--- config.mk ---
export PLATFORM = sky130hd
export DESIGN_NAME = i2csas_status
export DESIGN_NICKNAME = d
export VERILOG_FILES = /design/src/logic/i2csas_pkg.sv /design/src/logic/i2csas_status.sv
export SDC_FILE = /design/constraint.sdc
export NUM_CORES = 1
export LEC_CHECK = 0
export ABC_AREA = 1
export BUFFER_PORTS_ARGS = -buffer_cell sky130_fd_sc_hd__buf_2
export CAP_MARGIN = 20
export CORE_ASPECT_RATIO = 1.25
export CORE_MARGIN = 2
export CORE_UTILIZATION = 32
export CTS_BUF_LIST = sky130_fd_sc_hd__clkbuf_4
export DETAILED_ROUTE_END_ITERATION = 16
export HOLD_SLACK_MARGIN = 0.12
export PLACE_DENSITY = 0.64
export SLEW_MARGIN = 10
export SYNTH_ARGS = -nofsm -noshare
export SYNTH_HDL_FRONTEND = slang
export SYNTH_SLANG_ARGS = --single-unit
--- constraint.sdc ---
create_clock -name clk -period 0.9 [get_ports clk]
set_input_delay 0.045 -clock clk [delete_from_list [all_inputs] [get_ports clk]]
set_output_delay 0.045 -clock clk [all_outputs]
set_load 0.01 [all_outputs]
--- src/logic/i2csas_pkg.sv ---
// Package for the slave access status block: offsets, bit positions, resets, types.
// Assumes big-endian bit numbering of the register maps to little-endian bit index here.
package i2csas_pkg;
  localparam logic [19:0] STATUS_OFFSET = 20'h1d220;
  localparam logic [7:0] PERIPH_STATUS_FIRST = 8'h20;
  localparam logic [7:0] PERIPH_STATUS_LAST = 8'h23;
  // Documented bit 0 is the MSB of the word, bit 31 the LSB
  localparam int ACCESS_SUCCESS_FLAG_DOC_BIT = 24;
  localparam int OUT_DOC_BIT = 28;
  localparam int IN_DOC_BIT = 29;
  localparam int ALERT_DOC_BIT = 31;
  localparam int ACCESS_SUCCESS_FLAG_POS = 31 - ACCESS_SUCCESS_FLAG_DOC_BIT;
  localparam int OUT_POS = 31 - OUT_DOC_BIT;
  localparam int IN_POS = 31 - IN_DOC_BIT;
  localparam int ALERT_POS = 31 - ALERT_DOC_BIT;
  localparam logic [31:0] STATUS_RESET = 32'h0000_0000;
  localparam logic LINK_SYNC_RESET = 1'b1;

  // Slave-port events from the I2C slave engine, one-cycle pulses on clk
  typedef struct packed {
    logic access_done;
    logic access_ok;
    logic status_read;
    logic [7:0] periph_addr;
    logic out_box_read;
    logic in_box_write;
    logic ara_ack;
  } i2csas_slave_ev_t;

  // Local software events, one-cycle pulses on clk
  typedef struct packed {
    logic out_box_write;
    logic in_box_read;
    logic status_read;
    logic indirect_read;
  } i2csas_local_ev_t;

  typedef enum logic [1:0] {
    I2CSAS_IDLE = 2'b00,
    I2CSAS_BUSY = 2'b01,
    I2CSAS_STOP = 2'b11
  } i2csas_xfer_t;
endpackage : i2csas_pkg

--- src/logic/i2csas_status.sv ---
// Slave access status register with mailbox flags and alert flag.
// Assumes event pulses on clk; scl/sda come from pins and are synchronised here.
`timescale 1ns/10ps
module i2csas_status
  import i2csas_pkg::*;
(
  input wire logic clk,
  input wire logic resetn,
  input wire logic i2c_block_resetn,
  input wire logic scl_pin,
  input wire logic sda_pin,
  input wire i2csas_pkg::i2csas_slave_ev_t slave_ev,
  input wire i2csas_pkg::i2csas_local_ev_t local_ev,
  input wire logic alert_required,
  input wire logic hard_reset_status,
  output logic [31:0] slave_access_status,
  output logic outbound_box_drained_irq,
  output logic inbound_box_filled_irq,
  output logic alert_active
);
  import i2csas_pkg::*;

  // Link pins in vector order: scl first, then sda
  localparam int LINK_PINS = 2;
  localparam int SCL_IDX = 0;
  localparam int SDA_IDX = 1;

  wire logic [LINK_PINS-1:0] link_pin = {sda_pin, scl_pin};
  logic [LINK_PINS-1:0] link_meta;
  logic [LINK_PINS-1:0] link_sync;
  logic [LINK_PINS-1:0] link_prev;

  i2csas_xfer_t xfer_state;
  i2csas_xfer_t next_xfer_state;

  logic access_success_flag;
  logic next_access_success_flag;
  logic outbound_box_pending;
  logic next_outbound_box_pending;
  logic inbound_box_pending;
  logic next_inbound_box_pending;
  logic alert_flag;
  logic next_alert_flag;
  logic out_read_seen;
  logic next_out_read_seen;
  logic in_write_seen;
  logic next_in_write_seen;
  logic drained_pulse;
  logic next_drained_pulse;
  logic filled_pulse;
  logic next_filled_pulse;
  logic [31:0] next_slave_access_status;

  wire logic clr_all = !resetn || !i2c_block_resetn;
  wire logic scl_now = link_sync[SCL_IDX];
  wire logic sda_now = link_sync[SDA_IDX];
  wire logic scl_was = link_prev[SCL_IDX];
  wire logic sda_was = link_prev[SDA_IDX];
  // Edges judged on synchronised samples only
  wire logic stop_cond = scl_now && scl_was && sda_now && !sda_was;
  wire logic start_cond = scl_now && scl_was && !sda_now && sda_was;
  wire logic status_lsb_read = slave_ev.status_read
    && (slave_ev.periph_addr == PERIPH_STATUS_FIRST);
  wire logic set_ok = slave_ev.access_done && slave_ev.access_ok;
  wire logic xfer_end = (xfer_state == I2CSAS_BUSY) && stop_cond;
  wire logic out_read_any = out_read_seen || slave_ev.out_box_read;
  wire logic in_write_any = in_write_seen || slave_ev.in_box_write;
  wire logic out_drain = xfer_end && out_read_any;
  wire logic in_fill = xfer_end && in_write_any;
  wire logic alert_set = alert_required || hard_reset_status;
  wire logic alert_clear = slave_ev.ara_ack || !alert_set;

  // Two flops per pin, a third for edge detection
  genvar g;
  generate
    for (g = 0; g < LINK_PINS; g++)
    begin : g_link_sync
      always_ff @(posedge clk)
      begin
        if (!resetn)
        begin
          link_meta[g] <= LINK_SYNC_RESET;
          link_sync[g] <= LINK_SYNC_RESET;
          link_prev[g] <= LINK_SYNC_RESET;
        end
        else
        begin
          link_meta[g] <= link_pin[g];
          link_sync[g] <= link_meta[g];
          link_prev[g] <= link_sync[g];
        end
      end
    end
  endgenerate

  always_comb
  begin
    next_xfer_state = xfer_state;
    case (xfer_state)
      I2CSAS_IDLE: if (start_cond) next_xfer_state = I2CSAS_BUSY;
      I2CSAS_BUSY: if (stop_cond) next_xfer_state = I2CSAS_STOP;
      I2CSAS_STOP: next_xfer_state = start_cond ? I2CSAS_BUSY : I2CSAS_IDLE;
      default: next_xfer_state = I2CSAS_IDLE;
    endcase
  end

  always_ff @(posedge clk)
  begin
    if (clr_all)
    begin
      xfer_state <= I2CSAS_IDLE;
    end
    else
    begin
      xfer_state <= next_xfer_state;
    end
  end

  // Set wins over the slave-port clear; local and indirect reads never reach here
  always_comb
  begin
    next_access_success_flag = access_success_flag;
    if (set_ok)
      next_access_success_flag = 1'b1;
    else if (status_lsb_read)
      next_access_success_flag = 1'b0;
  end

  // Box events are held until the STOP that ends the transaction
  always_comb
  begin
    next_out_read_seen = out_read_any;
    next_in_write_seen = in_write_any;
    if (xfer_end)
    begin
      next_out_read_seen = 1'b0;
      next_in_write_seen = 1'b0;
    end
  end

  // A software write in the drain cycle keeps the box pending and drops the pulse
  always_comb
  begin
    next_outbound_box_pending = outbound_box_pending;
    next_drained_pulse = out_drain && outbound_box_pending
      && !local_ev.out_box_write;
    if (local_ev.out_box_write)
      next_outbound_box_pending = 1'b1;
    else if (out_drain)
      next_outbound_box_pending = 1'b0;
  end

  // A master fill beats a software read in the same cycle
  always_comb
  begin
    next_inbound_box_pending = inbound_box_pending;
    next_filled_pulse = in_fill;
    if (in_fill)
      next_inbound_box_pending = 1'b1;
    else if (local_ev.in_box_read)
      next_inbound_box_pending = 1'b0;
  end

  // Alert address reply wins over a still-pending alert request
  always_comb
  begin
    next_alert_flag = alert_flag;
    if (slave_ev.ara_ack)
      next_alert_flag = 1'b0;
    else if (alert_set)
      next_alert_flag = 1'b1;
    else if (alert_clear)
      next_alert_flag = 1'b0;
  end

  // Read-only word; no write path exists, reserved bits stay zero
  always_comb
  begin
    next_slave_access_status = STATUS_RESET;
    next_slave_access_status[ACCESS_SUCCESS_FLAG_POS] = access_success_flag;
    next_slave_access_status[OUT_POS] = outbound_box_pending;
    next_slave_access_status[IN_POS] = inbound_box_pending;
    next_slave_access_status[ALERT_POS] = alert_flag;
  end

  // State registers; either reset clears them all
  always_ff @(posedge clk)
  begin
    if (clr_all)
    begin
      access_success_flag <= 1'b0;
    end
    else
    begin
      access_success_flag <= next_access_success_flag;
    end
  end

  always_ff @(posedge clk)
  begin
    if (clr_all)
    begin
      out_read_seen <= 1'b0;
    end
    else
    begin
      out_read_seen <= next_out_read_seen;
    end
  end

  always_ff @(posedge clk)
  begin
    if (clr_all)
    begin
      in_write_seen <= 1'b0;
    end
    else
    begin
      in_write_seen <= next_in_write_seen;
    end
  end

  always_ff @(posedge clk)
  begin
    if (clr_all)
    begin
      outbound_box_pending <= 1'b0;
    end
    else
    begin
      outbound_box_pending <= next_outbound_box_pending;
    end
  end

  always_ff @(posedge clk)
  begin
    if (clr_all)
    begin
      drained_pulse <= 1'b0;
    end
    else
    begin
      drained_pulse <= next_drained_pulse;
    end
  end

  always_ff @(posedge clk)
  begin
    if (clr_all)
    begin
      inbound_box_pending <= 1'b0;
    end
    else
    begin
      inbound_box_pending <= next_inbound_box_pending;
    end
  end

  always_ff @(posedge clk)
  begin
    if (clr_all)
    begin
      filled_pulse <= 1'b0;
    end
    else
    begin
      filled_pulse <= next_filled_pulse;
    end
  end

  always_ff @(posedge clk)
  begin
    if (clr_all)
    begin
      alert_flag <= 1'b0;
    end
    else
    begin
      alert_flag <= next_alert_flag;
    end
  end

  always_ff @(posedge clk)
  begin
    if (clr_all)
    begin
      slave_access_status <= STATUS_RESET;
    end
    else
    begin
      slave_access_status <= next_slave_access_status;
    end
  end

  assign outbound_box_drained_irq = drained_pulse;
  assign inbound_box_filled_irq = filled_pulse && inbound_box_pending;
  assign alert_active = alert_flag;
endmodule : i2csas_status

=== After elaboration in Yosys (flattened, before gate mapping) ===
Index checks and enable logic that the tools add are counted.

* Flip-flop bits (word level): 48
* Latch bits: 0
* Memory bits (writable): 0
* Bits in read-only memories: 0
* Bits of input ports: 25
* Output and inout port bits: 35
* Logic and storage cells: 66
* Memories kept: 0

* Add/subtract/negate cells: 0
* Multipliers: 0
* Divide/modulo/power cells: 0
* Order comparisons: 0
* Equality and inequality tests: 5
* Shift operators: 0
* Muxes and demuxes: 12
* Bitwise gates (word level): 0
* Reduce and logical (&&, ||, !) cells: 32

{| class="wikitable"
|+ Operators by type and width
! cell !! count
|-
| $logic_and 1x1->1 || 13
|-
| $mux 1 || 9
|-
| $eq 8x6->1 const B || 1
|-
| $reduce_bool 2->1 || 4
|-
| $logic_not 1->1 || 6
|-
| $pmux 2 s3 || 1
|-
| $logic_or 1x1->1 || 5
|-
| $mux 2 || 2
|-
| $ne 2x2->1 const B || 2
|-
| $reduce_or 2->1 || 2
|-
| $eq 2x1->1 const B || 1
|-
| $eq 2x2->1 const B || 1
|-
| $logic_not 2->1 || 1
|-
| $reduce_and 2->1 || 1
|}

=== Depth between registers and ports, before layout ===
Gate-level depths: netlist of run 1.

* Word-level depth: 7
* Depth in mapped cells: 6
* Gate-level depth less buffers: 6

=== Worst setup path before layout of run 1 ===
Ideal clock, no wire load.

* Kind: register to register
* From: register link_sync[0], in the netlist scl_now
* To: register outbound_box_pending
* Library setup time: 112 ps
* Data arrival time: 709 ps
* Data required time: 788 ps
* Path slack: 78 ps
* Cell stages (with the launch flop): 6
* Period minus slack after synthesis: 822 ps
* Path through: dfxtp_1 > nand2_1 > nor2_1 > nand3_1 > nand2_1 > nand2_1

* Word-level cells in the longest chain between the ends: 6

{| class="wikitable"
|+ RTL lines
! what !! line !! source
|-
| from (decl) || i2csas_status.sv:30 || <nowiki>logic [LINK_PINS-1:0] link_sync;</nowiki>
|-
| from (signal, indexed assignment) || i2csas_status.sv:89 || <nowiki>link_sync[g] <= link_meta[g];</nowiki>
|-
| $logic_and 1x1->1 (3 in a row) || i2csas_status.sv:60 || <nowiki>wire logic stop_cond = scl_now && scl_was && sda_now && !sda_was;</nowiki>
|-
| $logic_and 1x1->1 || i2csas_status.sv:65 || <nowiki>wire logic xfer_end = (xfer_state == I2CSAS_BUSY) && stop_cond;</nowiki>
|-
| $logic_and 1x1->1 || i2csas_status.sv:68 || <nowiki>wire logic out_drain = xfer_end && out_read_any;</nowiki>
|-
| $reduce_bool 2->1 (no source line) || -- ||
|-
| to (signal assigned) || i2csas_status.sv:231 || <nowiki>outbound_box_pending <= next_outbound_box_pending;</nowiki>
|-
| to (decl) || i2csas_status.sv:38 || <nowiki>logic outbound_box_pending;</nowiki>
|}

No other way between the ends.
A chain may end at the register's enable or synchronous reset.

=== Worst setup path in the final report of run 1 ===
* From: register link_sync[1], in the netlist sda_now
* To: register outbound_box_pending

* Word-level cells in the longest chain between the ends: 5

{| class="wikitable"
|+ RTL lines
! what !! line
|-
| $logic_and 1x1->1 (2 in a row) || i2csas_status.sv:60
|-
| $logic_and 1x1->1 || i2csas_status.sv:65
|-
| $logic_and 1x1->1 || i2csas_status.sv:68
|-
| $reduce_bool 2->1 (no source line) || --
|}

No other way between the ends.

==> flow_summary.toml, run 1 <==
[outcome]
status = "completed"

[power]
power.static_leakage_nw = 0.682
worst_ir_drop_vdd_mv = 0.603
p_per_area_nw_per_um2 = 1270

[synthesis]
synth-async-reset-ratio_pct = 0
netlist_area_sq_um = 910
synth_most_common_cell = "buf_4"
synth_cells = 119
post_synth_num_cell_types = 15
synth_seq_cells = 20
post-synth-top-area-cell = "dfxtp_1"
synth-edff-count = 0
post_synth_most_frequent_cells = "buf_4 (28), nand2_1 (23), inv_1 (21)"
ys.warnings.count = 0
synth_fa_ha_area_share_pct = 0
sequential_fraction_of_the_synthesis_area_pct = 44.0
cell_types_with_the_largest_area_share_after_synthesis = "dfxtp_1 (44%), buf_4 (23%), nand2_1 (9.5%)"
syn-mean-instance-area_sq_um = 7.64
yosys_top_cell_area_share_pct = 44.0
synth_compound_area_share_pct = 1.38
synth.area.mux_share_pct = 0
synth_top_flop_cell = "dfxtp_1"
post_synth_and_or_nand_nor_area_fraction_pct = 22.0
largest_family_of_logic_cells_by_synthesized_area = "buffers and inverters"
synth_xor_area_share_pct = 0

[grt]
grt_usage_pct = 10.1
grt_overflow_total = 0
grt_pass1_vias = 681
grt_start_max_net_pins = 12
antenna_found_initial = 0
global_route_wire_length_before_repair_um = 2570

[routing]
detailroute.wirelength.met3_um = 111
remaining_drc_errors = 0
top_signal_layer_used = "met3"
vias_per_cell = 3.50
dr_total_vias = 708
drt-total-wl_um = 1510
wirelength_met1_um = 603
met2WireLength_um = 792
drt_iter0_markers = 9
drtPass1Iterations = 4
avgRoutedWirePerCell_um = 7.46
route.antenna.remaining_nets = 0

[die]
row_count = 21
coreArea_sq_um = 2710
dieWidth_um = 51.7
top_level_ports = 60
design.die.area_sq_um = 3290
die_height_um = 63.6
starting_density_pct = 33.6

[clock_tree]
clk_transition_reported_paths_ns = 0.10
worst_skew_pair.late_latency_ns = 0.29
clock-root-buffer = "clkbuf_4"
postCtsSetupRepairBufs = 0
cts_buffers = 3
clkSinkCount = 20
ctsLongestPathBuffers = 2
tritoncts = "yes"
ctsHtreeMaxLevel = 1

[setup_path]
cpMostUsedCell = "nand2_1"
crit_path_max_fanout = 3
critical_path.cell_chain = "nand2_2 -> nor2_4 -> nand3_2 -> nand2_1 -> nand2_1"
cp-end-kind = "flop"
cp_data_required_time_ns = 1.10
cpLargestDelayFamily = "simple AND/OR/NAND/NOR gates"
timing.reg2reg.setup_slack_ns = 0.03
critical_path_buffers_and_inverters = 0
cp_data_arrival_time_ns = 1.07
crit_slowest_cell = "dfxtp_1"
critPathKind = "reg -> reg"
max_stage_delay_ns = 0.36
cp-start-kind = "flop"

[timing]
grt_setup_unrepaired = "yes"
post-route-period-util_pct = 97.0
setup_violations = 0
finalHoldViolCount = 0
finalClockSkew_ns = 0.00345
finalWorstPathRequiredPeriod_ns = 0.873
final-max-slew-violation-count = 0
maximum_achievable_frequency_mhz = 1150
final_critical_path_setup_slack_ns = 0.0271
timing.hold.ws_ns = 0.0835

[final_layout]
area_growth_syn_to_layout_pct = 35.9
layout-drive-gt1-share_pct = 28.0
fin_nets = 194
total_area_of_multi_input_combinational_cells_sq_um = 350
num-fill-cells = 277
seqCellArea_sq_um = 404
n_antenna_cell = 0

[placed_design]
estimated_wirelength_of_the_detail_placed_design_um = 1020
port_buffers = 29
routabilityCongestion = 0.777
dpl_worst_slack_ns = 0.00144

[run]
timing.max_cap.violations = 0

[worst_hold_path]
worst_hold_path_type = "in -> reg"
[flip-flops by register name, indices dropped and copies added, names as in the netlist]
signal                    cells
inbound_box_pending           1
outbound_box_drained_irq      1
in_write_seen                 1
access_success_flag           1
outbound_box_pending          1
slave_access_status           4
alert_active                  1
filled_pulse                  1
xfer_state                    2
scl_now                       1
link_meta                     2
sda_now                       1
sda_was                       1
out_read_seen                 1
scl_was                       1
[cells in the final DEF, fill, tap and decap left out, drive strengths merged]
master,instances
nand2,24
clkbuf,3
o21a,1
nor3,2
or2,2
a21oi,1
nand3,2
conb,28
buf,27
dfxtp,20
inv,22
clkinv,1
nor2,15
dlygate4sd3,19
nand4,1
[routing by layer]
| layer | vias up | GRT usage [%] |
|---|---|---|
| li1 | 385 | - |
| met4 | 0 | 1.97 |
| met3 | 0 | 3.55 |
| met5 | - | 0 |
| met2 | 31 | 20.0 |
| met1 | 292 | 9.52 |
[kinds of logic (layout without fill, tap and decap cells)]
group,count (synthesis),in the layout
other cells,1,28
flops,20,20
buf+inv,50,72
compound gates,2,2
simple gates,46,46
[worst min-delay path, delay by kind of cell]
kind | cells | cell delay [ns]
buffers and inverters | 2 | 0.11
and+or+nand+nor | 2 | 0.19
[layout make-up]
class | instances | share of cell area (%)
repair buffers | 46 | 26.5
clock buffers | 3 | 1.82
clock inverters | 1 | 0.304
well taps | 34 | 3.44
multi-input cells | 76 | 28.3
flip-flops and latches | 20 | 32.7
inverters | 22 | 6.88
[repair_timing]
item,4_1_cts,5_1_grt
endpoints found under the hold margin,19,7
resized for setup,2,13
pin swaps,0,8
hold buffers,18,1
setup endpoints to repair,1,8
[power by group]
group / internal [mW] / total, mW / leakage [nW] / switching, mW
clock network: 0.161 / 0.408 / 0.0154 / 0.247
registers: 0.909 / 0.917 / 0.163 / 0.00738
logic: 0.115 / 0.245 / 0.504 / 0.130
[per-stage QoR]
step	setup TNS (ns)	utilization [%]	area [sq um]	power [mW]	cells
after floorplan	0	-	1010	1.13	146
after global placement	0	36.8	996	1.11	182
after detailed placement	0	36.8	996	1.11	182
after CTS	0	44.6	1210	1.59	204
after global routing	-0.119	45.7	1240	1.67	202
final	0	45.7	1240	1.57	202
[path summary, 6_finish.rpt]
path / start / end / cells past startpoint
worst max-delay path: sda_now / outbound_box_pending / 5
worst min-delay path: slave_ev[2] / out_read_seen / 4
worst max register to register: sda_now / outbound_box_pending / 5
worst min register to register: link_meta[1] / sda_now / 2
Power figures use the tool's default switching activity.
==> run 2: changes to the inputs <==
--- a/constraint.sdc
+++ b/constraint.sdc
@@ -3,2 +3,2 @@
 set_output_delay 0.045 -clock clk [all_outputs]
-set_load 0.01 [all_outputs]
+set_load 0.05 [all_outputs]
==> flow_summary.toml, run 2 (synthesis results as in run 1) <==
[grt]
grt_overflow_total = 0
grt_start_max_net_pins = 12
grt_pass1_vias = 693
grt_usage_pct = 10.3
global_route_wire_length_before_repair_um = 2620
antenna_found_initial = 0

[timing]
setup_violations = 1
maximum_achievable_frequency_mhz = 1090
final_critical_path_setup_slack_ns = -0.0194
finalWorstPathRequiredPeriod_ns = 0.919
post-route-period-util_pct = 102
timing.hold.ws_ns = 0.0853
finalHoldViolCount = 0
final-max-slew-violation-count = 0
grt_setup_unrepaired = "yes"
finalClockSkew_ns = 0.00345

[final_layout]
final_core_util_pct = 47.2
layout-drive-gt1-share_pct = 29.6
total_area_of_multi_input_combinational_cells_sq_um = 353
num-fill-cells = 262
regMostFlops = "slave_access_status"
layout_commonest_cell = "conb_1"
n_antenna_cell = 0
fin_nets = 195
design_area_sq_um = 1280
most_frequent_cells_in_the_layout = "conb_1 (28), inv_1 (20), nand2_1 (19), dlygate4sd3_1 (19), buf_2 (19)"
biggestRegsByFlops = "slave_access_status: 4 flops, link_meta: 2 flops, xfer_state: 2 flops"
largest_reg_flops = 4
area_growth_syn_to_layout_pct = 40.3
seqCellArea_sq_um = 405

[setup_path]
cp-start-kind = "flop"
critPathKind = "reg -> out"
cp_data_required_time_ns = 0.85
r2r-start = "sda_now"
critical_path.cell_chain = "nand2_1 -> inv_1 -> buf_6"
cpLargestDelayFamily = "flip-flops"
r2r_cells = 5
cp-end-kind = "output port"
critical_path_buffers_and_inverters = 2
cp-startpoint = "inbound_box_pending"
crit_slowest_cell = "dfxtp_2"
reg_to_reg_end = "outbound_box_pending"
crit_path_max_fanout = 2
timing.reg2reg.setup_slack_ns = 0.03
cp_data_arrival_time_ns = 0.87
max_stage_delay_ns = 0.34

[clock_tree]
ctsHtreeMaxLevel = 1
clock-root-buffer = "clkbuf_4"
clkSinkCount = 20
cts_buffers = 3
clk_transition_reported_paths_ns = 0.10
ctsLongestPathBuffers = 2
tritoncts = "yes"
worst_skew_pair.late_latency_ns = 0.29

[placed_design]
estimated_wirelength_of_the_detail_placed_design_um = 1020
routabilityCongestion = 0.777
dpl-instance-area_sq_um = 996
port_buffers = 29

[routing]
met2WireLength_um = 811
dr_total_vias = 714
drt-total-wl_um = 1530
drtPass1Iterations = 4
route.antenna.remaining_nets = 0
wirelength_met1_um = 598
top_signal_layer_used = "met3"
drt_iter0_markers = 8
detailroute.wirelength.met3_um = 118
vias_per_cell = 3.52
avgRoutedWirePerCell_um = 7.52
remaining_drc_errors = 0

[die]
top_level_ports = 60
dieWidth_um = 51.7
row_count = 21
die_height_um = 63.6
starting_density_pct = 33.6
design.die.area_sq_um = 3290
coreArea_sq_um = 2710

[power]
p_per_area_nw_per_um2 = 1400
worst_ir_drop_vdd_mv = 0.607
power.static_leakage_nw = 0.689

[run]
timing.max_cap.violations = 0

[outcome]
failed_checks = "setup timing"
status = "finished, violations left"

[worst_hold_path]
worst_hold_startpoint = "slave_ev[2]"
min_delay_path_depth = 4
worst_hold_path_type = "in -> reg"
min_delay_worst_endpoint = "out_read_seen"
[run 2: cell types whose count changed in the layout (fill, tap and decap cells not counted), sizes merged]
cell	before	now
buf	27	28
[run 2: layout make-up]
type,count,share of cell area [%]
flip-flops and latches,20,31.8
repair buffers,47,28.5
multi-input cells,76,27.6
inverters,22,6.67
well taps,34,3.33
clock buffers,3,1.76
clock inverters,1,0.294
[run 2: power by group]
part / leakage, nW / total (mW) / internal, mW / switching [mW]
clock: 0.0154 / 0.408 / 0.161 / 0.247
combinational: 0.511 / 0.464 / 0.120 / 0.344
sequential: 0.163 / 0.918 / 0.910 / 0.00830
[run 2: routing by layer]
metal / GRT usage, % / up-vias
met4: 1.97 / 0
met2: 20.5 / 31
li1: - / 388
met3: 3.55 / 0
met5: 0 / -
met1: 9.66 / 295
[run 2: metrics by stage]
stage	power, mW	setup WS (ns)	TNS, ns	cells
global placement	1.32	0.00622	0	182
global route	1.89	-0.104	-0.172	203
floorplan	1.35	0.0630	0	146
finish	1.79	-0.0194	-0.0194	203
detailed placement	1.32	0.00144	0	182
CTS	1.81	-0.0343	-0.0343	204
[run 2: timing repair]
| action | in CTS | in global routing |
|---|---|---|
| setup endpoints to repair | 8 | 10 |
| setup buffers | 0 | 1 |
| pin swaps | 0 | 8 |
| gates resized for setup | 12 | 15 |
| hold endpoints to repair | 19 | 7 |
| hold buffers | 18 | 1 |
| gates cloned | 0 | 0 |
[run 2: how the worst max path moves through the flow]
stage	to	slack, ns	cells after the start
after floorplan	slave_access_status[0]	0.06	2
after global placement	outbound_box_pending	0.006	5
after detailed placement	outbound_box_pending	0.001	5
after CTS	inbound_box_filled_irq	-0.03	3
after global routing	inbound_box_filled_irq	-0.10	3
final	inbound_box_filled_irq	-0.02	3
[run 2: worst register-to-register path, delay by kind of cell, from the launching register on]
family        cells  cell delay [ns]
simple gates      5             0.43
flops             1             0.36
==> run 3: changes to the inputs <==
CORE_UTILIZATION = 40   (was 32)
PLACE_DENSITY = 0.77   (was 0.64)
clock period = 1 ns   (was 0.9 ns; I/O delays follow)
==> flow_summary.toml, run 3 (synthesis results as in run 1) <==
[routing]
drt_iter0_markers = 4
drt-total-wl_um = 1710
avgRoutedWirePerCell_um = 8.54
route.antenna.remaining_nets = 0
vias_per_cell = 3.86
remaining_drc_errors = 0
drtPass1Iterations = 4
dr_total_vias = 771

[setup_path]
cp_data_arrival_time_ns = 1.20
cp-end-kind = "flop"
cp_data_required_time_ns = 1.24
crit_path_max_fanout = 2
timing.reg2reg.setup_slack_ns = 0.11
reg_to_reg_end = "in_write_seen"
r2r-start = "scl_now"
max_stage_delay_ns = 0.53
critPathKind = "in -> reg"
cpMostUsedCell = "nand2_1"
critical_path.cell_chain = "dlygate4sd3_1 -> buf_2 -> or2_2 -> nand3_2 -> nand2_1 -> nand2_1"
crit_slowest_cell = "dlygate4sd3_1"
r2r_cells = 5
cpLargestDelayFamily = "buffers and inverters"
critical_path_buffers_and_inverters = 2
cp-start-kind = "input port"

[clock_tree]
cts_buffers = 3
ctsLongestPathBuffers = 2
ctsHtreeMaxLevel = 1
worst_skew_pair.late_latency_ns = 0.30
clkSinkCount = 20
tritoncts = "yes"
clock-root-buffer = "clkbuf_4"
clk_transition_reported_paths_ns = 0.10

[final_layout]
final_core_util_pct = 55.9
most_frequent_cells_in_the_layout = "conb_1 (28), buf_2 (27), nand2_1 (23)"
design_area_sq_um = 1220
layout_commonest_cell = "conb_1"
n_antenna_cell = 0
layout-drive-gt1-share_pct = 24.9
regMostFlops = "slave_access_status"
largest_reg_flops = 4
biggestRegsByFlops = "slave_access_status: 4 flops, link_meta: 2 flops, xfer_state: 2 flops"
post_layout_nonfiller_instances = 200
area_growth_syn_to_layout_pct = 34.4
fin_nets = 195

[placed_design]
routabilityCongestion = 0.758
estimated_wirelength_of_the_detail_placed_design_um = 1090
dpl.cell_count = 178
port_buffers = 29
dpl-instance-area_sq_um = 985
dpl_worst_slack_ns = 0.101

[grt]
global_route_wire_length_before_repair_um = 2680
antenna_found_initial = 0
grt_overflow_total = 0
grt_usage_pct = 13.9
grt_start_max_net_pins = 12
grt_pass1_vias = 737

[worst_hold_path]
min_delay_worst_endpoint = "access_success_flag"
min_delay_path_depth = 6
worst_hold_path_type = "in -> reg"
worst_hold_startpoint = "slave_ev[8]"

[run]
timing.max_cap.violations = 0

[die]
die_height_um = 57.3
top_level_ports = 60
design.die.area_sq_um = 2670
coreArea_sq_um = 2190
starting_density_pct = 41.6
dieWidth_um = 46.7
row_count = 19

[power]
power.static_leakage_nw = 0.686
total_power_mw = 1.61
worst_ir_drop_vdd_mv = 0.694
p_per_area_nw_per_um2 = 1320

[timing]
timing.hold.ws_ns = 0.117
post-route-period-util_pct = 95.9
final-max-slew-violation-count = 0
final_critical_path_setup_slack_ns = 0.0412
finalClockSkew_ns = 0.00999
setup_violations = 0
setup-tns-final_ns = 0
maximum_achievable_frequency_mhz = 1040
finalHoldViolCount = 0
finalWorstPathRequiredPeriod_ns = 0.959

[outcome]
status = "completed"
[run 3: area by class of cell]
| class | instances | area, sq um |
|---|---|---|
| fillers | 213 | 965 |
| multi-input cells | 76 | 339 |
| inverters | 22 | 82.6 |
| well taps | 31 | 38.8 |
| flip-flops and latches | 20 | 402 |
| clock inverters | 1 | 3.75 |
| clock buffers | 3 | 22.5 |
| repair buffers | 47 | 334 |
[run 3: tightest hold or removal path: stages]
cell and delay (ns):
buf_2 0.09, nand2_1 0.06, nor2_1 0.04, nand2_1 0.05, nand2_1 0.04, nand2_1 0.04
[run 3: routing by layer]
layer,global-route usage (%),up-vias,share of wire [%]
met1,11.7,339,34
met3,3.16,6,6.8
met4,6.35,0,2.6
li1,-,390,-
met5,0,-,0
met2,27.8,36,56
[run 3: worst max-delay path by stage]
stage                              from                endpoint  depth (start not counted)
global route               slave_ev[10]     access_success_flag                          8
CTS                 inbound_box_pending  inbound_box_filled_irq                          3
detailed placement              scl_now    outbound_box_pending                          5
finish                      slave_ev[2]    outbound_box_pending                          6
floorplan                  alert_active  slave_access_status[0]                          2
global placement                scl_now    outbound_box_pending                          5
[run 3: power breakdown]
part / internal [mW] / switching (mW) / leakage, nW
logic: 0.104 / 0.314 / 0.507
registers: 0.818 / 0.00658 / 0.164
clock network: 0.145 / 0.226 / 0.0154
[run 3: timing repair]
item                                   in CTS  in global routing
endpoints found under the hold margin      19                  0
hold buffers                               18                  0
gates cloned                                0                  0
setup endpoints to repair                   1                  8
resized for setup                           1                  8
buffers inserted                            0                  0
